### config.mk
export PLATFORM = sky130hd
export DESIGN_NAME = aze_core
export DESIGN_NICKNAME = d
export VERILOG_FILES = /design/src/common/aze_pkg.sv /design/src/aze_core.sv
export SDC_FILE = /design/constraint.sdc
export NUM_CORES = 1
export LEC_CHECK = 0
export BUFFER_PORTS_ARGS = -buffer_cell sky130_fd_sc_hd__buf_2
export CAP_MARGIN = 10
export CORE_MARGIN = 10
export CORE_UTILIZATION = 50
export CTS_CLUSTER_DIAMETER = 30
export DETAILED_ROUTE_END_ITERATION = 12
export PLACE_DENSITY = 0.77
export SLEW_MARGIN = 10
export SYNTH_ARGS = -nofsm -noshare
export SYNTH_HDL_FRONTEND = slang
export SYNTH_SLANG_ARGS = --single-unit
export TNS_END_PERCENT = 1
### constraint.sdc
create_clock -name i_clk -period 3.4 [get_ports i_clk]
set_clock_uncertainty 0.05 [all_clocks]
set_input_delay 0.68 -clock i_clk [delete_from_list [all_inputs] [get_ports i_clk]]
set_output_delay 0.68 -clock i_clk [all_outputs]
set_load 0.005 [all_outputs]
### src/common/aze_pkg.sv
// Package: constants and carrier types for the application zone erase authorization block
package aze_pkg;
  // Bit address space
  localparam int unsigned ADDR_W        = 11;
  localparam logic [10:0] ADDR_LAST     = 11'h63F;  // 1599
  // First application zone
  localparam logic [10:0] Z1_FIRST      = 11'h0B0;  // 176
  localparam logic [10:0] Z1_LAST       = 11'h1AF;  // 431
  localparam logic [10:0] Z1_TRIGGER    = 11'h1E0;  // 480
  // Second application zone
  localparam logic [10:0] Z2_FIRST      = 11'h1E0;  // 480
  localparam logic [10:0] Z2_LAST       = 11'h2DF;  // 735
  localparam logic [10:0] Z2_TRIGGER    = 11'h300;  // 768
  // Second zone erase tally bits
  localparam logic [10:0] TALLY_FIRST   = 11'h300;  // 768
  localparam logic [10:0] TALLY_LAST    = 11'h303;  // 771
  // Third application zone
  localparam logic [10:0] Z3_FIRST      = 11'h400;  // 1024
  localparam logic [10:0] Z3_LAST       = 11'h5FF;  // 1535
  localparam logic [10:0] Z3_TRIGGER    = 11'h630;  // 1584
  // Key compare results from the compare logic
  typedef struct packed {
    logic key1_ok;
    logic key2_ok;
    logic key3_ok;
  } aze_cmp_type;
  // Memory command towards the array
  typedef struct packed {
    logic        zone_erase;
    logic [10:0] first;
    logic [10:0] last;
  } aze_erase_type;
  typedef enum logic [1:0] {AZE_OP_WRITE, AZE_OP_ERASE, AZE_OP_COMPARE, AZE_OP_READ} aze_op_type;
endpackage

### src/aze_core.sv
// Zone erase authorization and serial data-out control for the application zones
// Summary of operation
// - Level one: erasing any bit of a zone erases the whole zone.
// - Level two: valid first key compare sets first zone erase flag.
// - First flag set: erase at bit 480 erases bits 176-431.
// - After that erase, data line shows the unchanged bit 480.
// - Each falling clock edge but the one ending a programming pulse increments address; outside compare it drives the new bit.
// - Level two: valid second key compare sets second zone erase flag.
// - Second flag set: erase at bit 768 erases bits 480-735.
// - After that erase, data line shows the unchanged bit 768.
// - Tally fuse zero: tally inactive, key compare works alone.
// - Tally on: output zero after tally write; good compare sets flag.
// - Tally on: output zero after tally erase whatever the compare result.
// - Level two: valid third key compare sets third zone erase flag.
// - Third flag set: erase at bit 1584 erases bits 1024-1535.
// - Third flag cleared by reset function or address passing 1599.
// - Compare bit latched on falling edge, compared on the next one.
module aze_core
  import aze_pkg::*;
(
  // Clock and reset
  input  wire logic                 i_clk,
  input  wire logic                 i_rstn,
  // Card pins from the reader
  input  wire logic                 i_sclk,
  input  wire logic                 i_card_rst,
  input  wire logic                 i_program_strobe,
  // Data line, open drain
  input  wire logic                 i_io,
  output logic                      o_io,
  output logic                      o_io_oe,
  // Personalization state
  input  wire logic                 i_level_two,
  input  wire logic                 i_tally_enable_fuse,
  // Current operation and key compare status
  input  wire aze_pkg::aze_op_type  i_op,
  input  wire aze_pkg::aze_cmp_type i_cmp,
  input  wire logic                 i_cmp_done,
  // Memory array interface
  input  wire logic                 i_mem_bit,
  output logic [aze_pkg::ADDR_W-1:0] o_addr,
  output aze_pkg::aze_erase_type    o_erase,
  output logic                      o_cmp_bit,
  // Flags
  output logic                      o_first_zone_erase_flag,
  output logic                      o_second_zone_erase_flag,
  output logic                      o_third_zone_erase_flag
);
  import aze_pkg::*;

  // Pin synchronisers, two stages each
  logic [1:0] sclk_sync_reg, rst_sync_reg, pgm_sync_reg, io_sync_reg;
  logic       sclk_d_reg;
  always_ff @(posedge i_clk or negedge i_rstn) begin
    if (!i_rstn) begin
      sclk_sync_reg <= 2'h0;
      rst_sync_reg  <= 2'h3;
      pgm_sync_reg  <= 2'h0;
      io_sync_reg   <= 2'h3;
      sclk_d_reg    <= 1'h0;
    end else begin
      sclk_sync_reg <= {sclk_sync_reg[0], i_sclk};
      rst_sync_reg  <= {rst_sync_reg[0], i_card_rst};
      pgm_sync_reg  <= {pgm_sync_reg[0], i_program_strobe};
      io_sync_reg   <= {io_sync_reg[0], i_io};
      sclk_d_reg    <= sclk_sync_reg[1];
    end
  end

  logic sclk_s, card_rst, pgm_s, sclk_rise, sclk_fall;
  assign sclk_s    = sclk_sync_reg[1];
  assign card_rst  = rst_sync_reg[1];
  assign pgm_s     = pgm_sync_reg[1];
  assign sclk_rise = sclk_s & ~sclk_d_reg;
  assign sclk_fall = ~sclk_s & sclk_d_reg;

  // Programming pulse: strobe high at clock rise starts erase or write
  logic prog_start, erase_start, write_start;
  assign prog_start  = sclk_rise & pgm_s & ~card_rst;
  assign erase_start = prog_start & (i_op == AZE_OP_ERASE);
  assign write_start = prog_start & (i_op == AZE_OP_WRITE);
  // programming fall keeps the address, so the trigger bit is shown next
  logic prog_cycle_reg;
  always_ff @(posedge i_clk or negedge i_rstn) begin
    if (!i_rstn) begin
      prog_cycle_reg <= 1'h0;
    end else if (prog_start) begin
      prog_cycle_reg <= 1'h1;
    end else if (card_rst || sclk_fall) begin
      prog_cycle_reg <= 1'h0;
    end
  end

  // Address counter
  logic [ADDR_W-1:0] addr_reg;
  logic              addr_inc, addr_wrap;
  assign addr_inc  = sclk_fall & ~card_rst & ~prog_cycle_reg;
  assign addr_wrap = addr_inc & (addr_reg == ADDR_LAST);
  always_ff @(posedge i_clk or negedge i_rstn) begin
    if (!i_rstn) begin
      addr_reg <= '0;
    end else if (card_rst) begin
      addr_reg <= '0;
    end else if (addr_inc) begin
      addr_reg <= addr_wrap ? '0 : addr_reg + 11'h001;
    end
  end
  assign o_addr = addr_reg;

  // Compare data: latched on one fall, evaluated on the next
  logic cmp_bit_reg;
  always_ff @(posedge i_clk or negedge i_rstn) begin
    if (!i_rstn) begin
      cmp_bit_reg <= 1'h0;
    end else if (sclk_fall && i_op == AZE_OP_COMPARE) begin
      cmp_bit_reg <= io_sync_reg[1];
    end
  end
  assign o_cmp_bit = cmp_bit_reg;

  // Tally write seen since last reset; with the tally fuse set, flag two is withheld until then
  logic tally_written_reg, in_tally;
  assign in_tally = (addr_reg >= TALLY_FIRST) && (addr_reg <= TALLY_LAST);
  always_ff @(posedge i_clk or negedge i_rstn) begin
    if (!i_rstn) begin
      tally_written_reg <= 1'h0;
    end else if (card_rst) begin
      tally_written_reg <= 1'h0;
    end else if (write_start && in_tally) begin
      tally_written_reg <= 1'h1;
    end
  end

  // Erase flags; sets take priority over clears
  logic f1_reg, f2_reg, f3_reg, set1, set2, set3, key2_pending_reg;
  assign set1 = i_level_two & i_cmp_done & i_cmp.key1_ok;
  assign set3 = i_level_two & i_cmp_done & i_cmp.key3_ok;
  assign set2 = i_level_two & ((i_cmp_done & i_cmp.key2_ok & ~i_tally_enable_fuse)
              | (key2_pending_reg & tally_written_reg & i_tally_enable_fuse));
  always_ff @(posedge i_clk or negedge i_rstn) begin
    if (!i_rstn) begin
      key2_pending_reg <= 1'h0;
    end else if (i_cmp_done && i_cmp.key2_ok) begin
      key2_pending_reg <= 1'h1;
    end else if (card_rst) begin
      key2_pending_reg <= 1'h0;
    end
  end
  always_ff @(posedge i_clk or negedge i_rstn) begin
    if (!i_rstn) begin
      f1_reg <= 1'h0;
      f2_reg <= 1'h0;
    end else begin
      f1_reg <= set1 | (f1_reg & ~card_rst);
      f2_reg <= set2 | (f2_reg & ~card_rst);
    end
  end
  always_ff @(posedge i_clk or negedge i_rstn) begin
    if (!i_rstn) begin
      f3_reg <= 1'h0;
    end else begin
      f3_reg <= set3 | (f3_reg & ~card_rst & ~addr_wrap);
    end
  end
  assign o_first_zone_erase_flag  = f1_reg;
  assign o_second_zone_erase_flag = f2_reg;
  assign o_third_zone_erase_flag  = f3_reg;

  // Zone erase decode
  aze_erase_type erase_next, erase_reg;
  always_comb begin
    erase_next = '{zone_erase: 1'h0, first: '0, last: '0};
    if (erase_start) begin
      if (!i_level_two) begin
        if (addr_reg >= Z1_FIRST && addr_reg <= Z1_LAST) begin
          erase_next = '{zone_erase: 1'h1, first: Z1_FIRST, last: Z1_LAST};
        end else if (addr_reg >= Z2_FIRST && addr_reg <= Z2_LAST) begin
          erase_next = '{zone_erase: 1'h1, first: Z2_FIRST, last: Z2_LAST};
        end else if (addr_reg >= Z3_FIRST && addr_reg <= Z3_LAST) begin
          erase_next = '{zone_erase: 1'h1, first: Z3_FIRST, last: Z3_LAST};
        end
      end else if (addr_reg == Z1_TRIGGER && f1_reg) begin
        erase_next = '{zone_erase: 1'h1, first: Z1_FIRST, last: Z1_LAST};
      end else if (addr_reg == Z2_TRIGGER && f2_reg) begin
        erase_next = '{zone_erase: 1'h1, first: Z2_FIRST, last: Z2_LAST};
      end else if (addr_reg == Z3_TRIGGER && f3_reg) begin
        erase_next = '{zone_erase: 1'h1, first: Z3_FIRST, last: Z3_LAST};
      end
    end
  end
  // One-cycle erase command to the array
  always_ff @(posedge i_clk or negedge i_rstn) begin
    if (!i_rstn) begin
      erase_reg <= '{zone_erase: 1'h0, first: '0, last: '0};
    end else begin
      erase_reg <= erase_next;
    end
  end
  assign o_erase = erase_reg;

  // Forced-zero output after tally write or erase hides the compare result
  logic force_zero_reg;
  always_ff @(posedge i_clk or negedge i_rstn) begin
    if (!i_rstn) begin
      force_zero_reg <= 1'h0;
    end else if (card_rst || addr_inc) begin
      force_zero_reg <= 1'h0;
    end else if (prog_start && in_tally && i_tally_enable_fuse && i_level_two) begin
      force_zero_reg <= 1'h1;
    end
  end

  // Data line drive: open drain, pull low only for a zero
  logic out_bit_reg, drive_reg;
  always_ff @(posedge i_clk or negedge i_rstn) begin
    if (!i_rstn) begin
      out_bit_reg <= 1'h1;
      drive_reg   <= 1'h0;
    end else begin
      // trigger bit kept, array value shown
      out_bit_reg <= force_zero_reg ? 1'h0 : i_mem_bit;
      drive_reg   <= ~pgm_s & (i_op != AZE_OP_COMPARE);
    end
  end
  assign o_io    = 1'h0;
  assign o_io_oe = drive_reg & ~out_bit_reg;

  // Assertions
  property p_flag3_clear;
    @(posedge i_clk) disable iff (!i_rstn)
    (addr_wrap && !set3) |=> !f3_reg;
  endproperty
  a_flag3_clear: assert property (p_flag3_clear) else $error("third flag survived wrap");
  property p_flag1_reset;
    @(posedge i_clk) disable iff (!i_rstn)
    (card_rst && !set1) |=> !f1_reg;
  endproperty
  a_flag1_reset: assert property (p_flag1_reset) else $error("first flag survived reset");
  property p_set1;
    @(posedge i_clk) disable iff (!i_rstn) (i_level_two && i_cmp_done && i_cmp.key1_ok) |=> f1_reg;
  endproperty
  a_set1: assert property (p_set1) else $error("first flag not set");
  property p_set3;
    @(posedge i_clk) disable iff (!i_rstn) (i_level_two && i_cmp_done && i_cmp.key3_ok) |=> f3_reg;
  endproperty
  a_set3: assert property (p_set3) else $error("third flag not set");
  property p_z1;
    @(posedge i_clk) disable iff (!i_rstn)
    (erase_start && i_level_two && addr_reg == Z1_TRIGGER && f1_reg)
      |=> (o_erase.zone_erase && o_erase.first == Z1_FIRST && o_erase.last == Z1_LAST);
  endproperty
  a_z1: assert property (p_z1) else $error("first zone erase missing");
  property p_z2;
    @(posedge i_clk) disable iff (!i_rstn)
    (erase_start && i_level_two && addr_reg == Z2_TRIGGER && f2_reg)
      |=> (o_erase.zone_erase && o_erase.first == Z2_FIRST && o_erase.last == Z2_LAST);
  endproperty
  a_z2: assert property (p_z2) else $error("second zone erase missing");
  property p_z3;
    @(posedge i_clk) disable iff (!i_rstn)
    (erase_start && i_level_two && addr_reg == Z3_TRIGGER && f3_reg)
      |=> (o_erase.zone_erase && o_erase.first == Z3_FIRST && o_erase.last == Z3_LAST);
  endproperty
  a_z3: assert property (p_z3) else $error("third zone erase missing");
  property p_noflag;
    @(posedge i_clk) disable iff (!i_rstn)
    (erase_start && i_level_two && !f1_reg && !f2_reg && !f3_reg) |=> !o_erase.zone_erase;
  endproperty
  a_noflag: assert property (p_noflag) else $error("zone erase without flag");
  property p_inc;
    @(posedge i_clk) disable iff (!i_rstn)
    (addr_inc && !addr_wrap) |=> (addr_reg == $past(addr_reg) + 11'h001);
  endproperty
  a_inc: assert property (p_inc) else $error("address not incremented");
  property p_hide;
    @(posedge i_clk) disable iff (!i_rstn) force_zero_reg |=> !out_bit_reg;
  endproperty
  a_hide: assert property (p_hide) else $error("tally result leaked");
  property p_notally;
    @(posedge i_clk) disable iff (!i_rstn)
    (!i_tally_enable_fuse && i_level_two && i_cmp_done && i_cmp.key2_ok) |=> f2_reg;
  endproperty
  a_notally: assert property (p_notally) else $error("second flag not set");
  c_z1: cover property (@(posedge i_clk) disable iff (!i_rstn) erase_start && f1_reg);
  c_tally: cover property (@(posedge i_clk) disable iff (!i_rstn) force_zero_reg && set2);
  c_wrap: cover property (@(posedge i_clk) disable iff (!i_rstn) addr_wrap && f3_reg);
endmodule // aze_core

==> reports/summary.log <==
[run_status] result of the run finished, final reports clean
[detailed_routing] WL met3 448 microns
[floorplanning] Initial Util 0.524
[pwr] Power Dens Cells 421 nW/um^2
[cts] hold-fix buffers at CTS 0
[cells_and_area] Largest register FFs 11
[placement] cell area after placement 2090 sq um
[cells_and_area] share of layout cells above drive strength 1 0.304
[timing] maximum clock frequency 0.474 GHz
[yosys] ranking of synthesized cells by area dfrtp_1 (41%), dfstp_2 (6.7%), buf_4 (6.6%)
[detailed_routing] highest metal layer with signal wires met4
[floorplanning] die extent in x 82.4 microns
[cts] CTS resizes 0
[yosys] instance count of the mapped netlist 195
[worst_setup_path] worst setup slack for register-to-register paths 1.29 ns
[cells_and_area] Antenna diodes 0
[flow_run] max capacitance violation total 0
[worst_setup_path] crit path DAT 2.27 ns
[yosys] Synthesis Warnings 0
[timing] final-layout setup total negative slack 0 ns
[detailed_routing] drt first-iter violations 113
[detailed_routing] drt pass-1 iters 4
[cts] number of buffers created by CTS 5
[timing] hold slack 0.304 ns
[yosys] EDFF count, synth 0
[floorplanning] Die Height 82.4 microns
[hold_path] hold path startpoint pgm_sync_reg[0]$_DFF_PN0_
[yosys] post-synth cell types 51
[worst_setup_path] path type of the worst setup path flip-flop to flip-flop
[worst_setup_path] crit-path max FO 6
[timing] post-route setup slack 1.29 ns
[hold_path] Hold Crit Class flip-flop to flip-flop
[timing] count of endpoints failing setup in the final report 0
[floorplanning] Core Area 3720 sq um
[timing] normalized max-slew margin 0.478
[yosys] commonest register cell after synthesis dfrtp_1
[placement] placed wire-length estimate 3.30 mm
[placement] final weighted congestion of routability-driven global placement 0.941
[placement] worst slack after detailed placement 1.38 ns
[cts] H-tree Lvls 2
[cells_and_area] most common cell after layout, fill and taps aside buf_2
[cells_and_area] nets 246
[timing] number of pins exceeding their max-slew limit in the final report 0
[timing] Final min period 2.11 ns
[cts] cell chosen for the clock root clkbuf_8
[detailed_routing] antenna viol nets, final 0
[worst_setup_path] Critical Path Start Type flip-flop
[cells_and_area] Design Area, Final 2210 sq um
[timing] count of endpoints failing hold in the final timing report 0
[timing] Final Cycle Share 0.621
[worst_setup_path] endpoint class of the critical path flip-flop
[cts] clock sink count 37
[global_routing] global-route wire length before repair 6.70 mm
[worst_setup_path] WP data required 3.56 ns
[detailed_routing] WL met1 1.79 mm
[floorplanning] Ports 55
[yosys] number of flip-flops and latches in the synthesized netlist 37
[yosys] sequential share of the synthesized area 0.479
[yosys] area of the mapped netlist 1950 sq um
[placement] PortBufs 48
[pwr] total design power 0.930 mW
[cts] clock latency on the worst-skew pair 0.30 ns
[global_routing] via count of the first global-routing pass 1435
[global_routing] maximum number of pins on one net before global-route repair 38
[detailed_routing] # DRC 0
[yosys] average instance area after synthesis 9.98 sq um
[global_routing] total routing resource utilization after global routing 0.128
[floorplanning] # rows 22
[cts] post-CTS clock slew at the launch and capture registers of the worst setup and hold paths 0.07 ns
[worst_setup_path] cells on worst reg2reg path 6
[pwr] worst ir drop on vdd 311 uV
[hold_path] depth of the worst hold-timing path 0
[timing] Worst Max-Slew Pin Slew 0.783 ns
[yosys] Async S/R FF share, synth 1.00
[cts] Setup Fix Bufs, Post-CTS 0
[worst_setup_path] endpoint of the worst-slack reg-to-reg timing path o_erase[7]$_DFF_PN0_
[yosys] post-synthesis cell type with the largest combined area dfrtp_1
[worst_setup_path] launch instance of the worst register-to-register path o_addr[0]$_DFFE_PN0N_
[cts] maximum root-to-sink buffer count 2
[detailed_routing] aggregate routed wire length 4.28 mm
[floorplanning] die footprint 6790 sq um
[global_routing] number of antenna violations at the first check in global routing 0
[detailed_routing] vias 1552
[cts] clock tree from TritonCTS yes
[detailed_routing] routed via count divided by cell count 5.58
[detailed_routing] metal2 WL 1.97 mm
[timing] unrepaired setup endpoints after global routing false
[cells_and_area] most frequent cells in the layout buf_2 (48), dfrtp_1 (32), nor2_1 (16)
[hold_path] worst min-delay path endpoint pgm_sync_reg[1]$_DFF_PN0_
[global_routing] total congestion overflow after global routing 0
[yosys] top cell type's share of synthesized area 0.411
[cells_and_area] Area growth, synth to finish 13.5%
[pwr] Leakage 1.05 nW
[detailed_routing] average detailed-routed wire length per instance 15.4 microns
## per-layer routing
layer / vias to the layer above / track usage
li1: 749 / -
met1: 737 / 0.157
met2: 56 / 0.203
met3: 10 / 0.0346
met4: 0 / 0.0646
met5: - / 0
## kinds of logic (layout without fill, tap and decap cells)
group / count (synthesis) / count (layout) / share of synthesized area
and+or+nand+nor: 73 / 73 / 0.220
DFF: 37 / 37 / 0.479
xor gates and xnor gates: 3 / 3 / 0.0135
muxes: 2 / 2 / 0.0116
AOI/OAI and AO/OA: 40 / 40 / 0.150
buffers and inverters: 37 / 67 / 0.112
adders and majority gates: 2 / 2 / 0.0129
other: 1 / 6 / 0.00193
## where the power goes
part           internal, mW  switching, mW
sequential            0.458         0.0128
clock                 0.238          0.158
combinational        0.0268         0.0369
## synthesized netlist by cell type, types with 4 or more instances
master   count
nand3_1     12
dfstp_2      5
buf_2        4
o21ai_0      6
nor2_1      16
dfrtp_1     32
buf_4       17
inv_1       11
nor4_1       4
a22o_1       5
o31ai_1      4
nand2_1     10
a21oi_1      9
nor3_1       5
## area by class of cell
class	count	area (sq um)
well taps	48	60.1
repair buffers	48	240
clock inverters	2	37.5
clock buffers	6	82.6
multi-input cells	126	816
flip-flops and latches	37	932
inverters	11	41.3
fillers	335	1510
## worst max-delay path, cell delays in order (launching register included)
cell and delay [ns]:
dfrtp_1 0.44, inv_1 0.11, ha_1 0.15, or3b_1 0.41
nor4_1 0.45, a32oi_1 0.23, a32oi_1 0.20
## through the flow
stage                util  instances
floorplan               -        200
detailed placement  0.562        270
finish              0.595        278
CTS                 0.595        278
global placement    0.562        270
global route        0.595        278
## worst max-delay path by stage
stage,cells after the start,endpoint,slack [ns],from
2_1_floorplan,5,o_addr[7]$_DFFE_PN0N_,1.54,o_addr[8]$_DFFE_PN0N_
4_1_cts,6,o_erase[7]$_DFF_PN0_,1.29,o_addr[0]$_DFFE_PN0N_
3_3_place_gp,6,o_erase[7]$_DFF_PN0_,1.38,o_addr[0]$_DFFE_PN0N_
5_1_grt,6,o_erase[7]$_DFF_PN0_,1.16,o_addr[0]$_DFFE_PN0N_
6_report,6,o_erase[7]$_DFF_PN0_,1.29,o_addr[0]$_DFFE_PN0N_
3_5_place_dp,6,o_erase[7]$_DFF_PN0_,1.38,o_addr[0]$_DFFE_PN0N_
No activity file was read; power rests on OpenSTA's default activity.
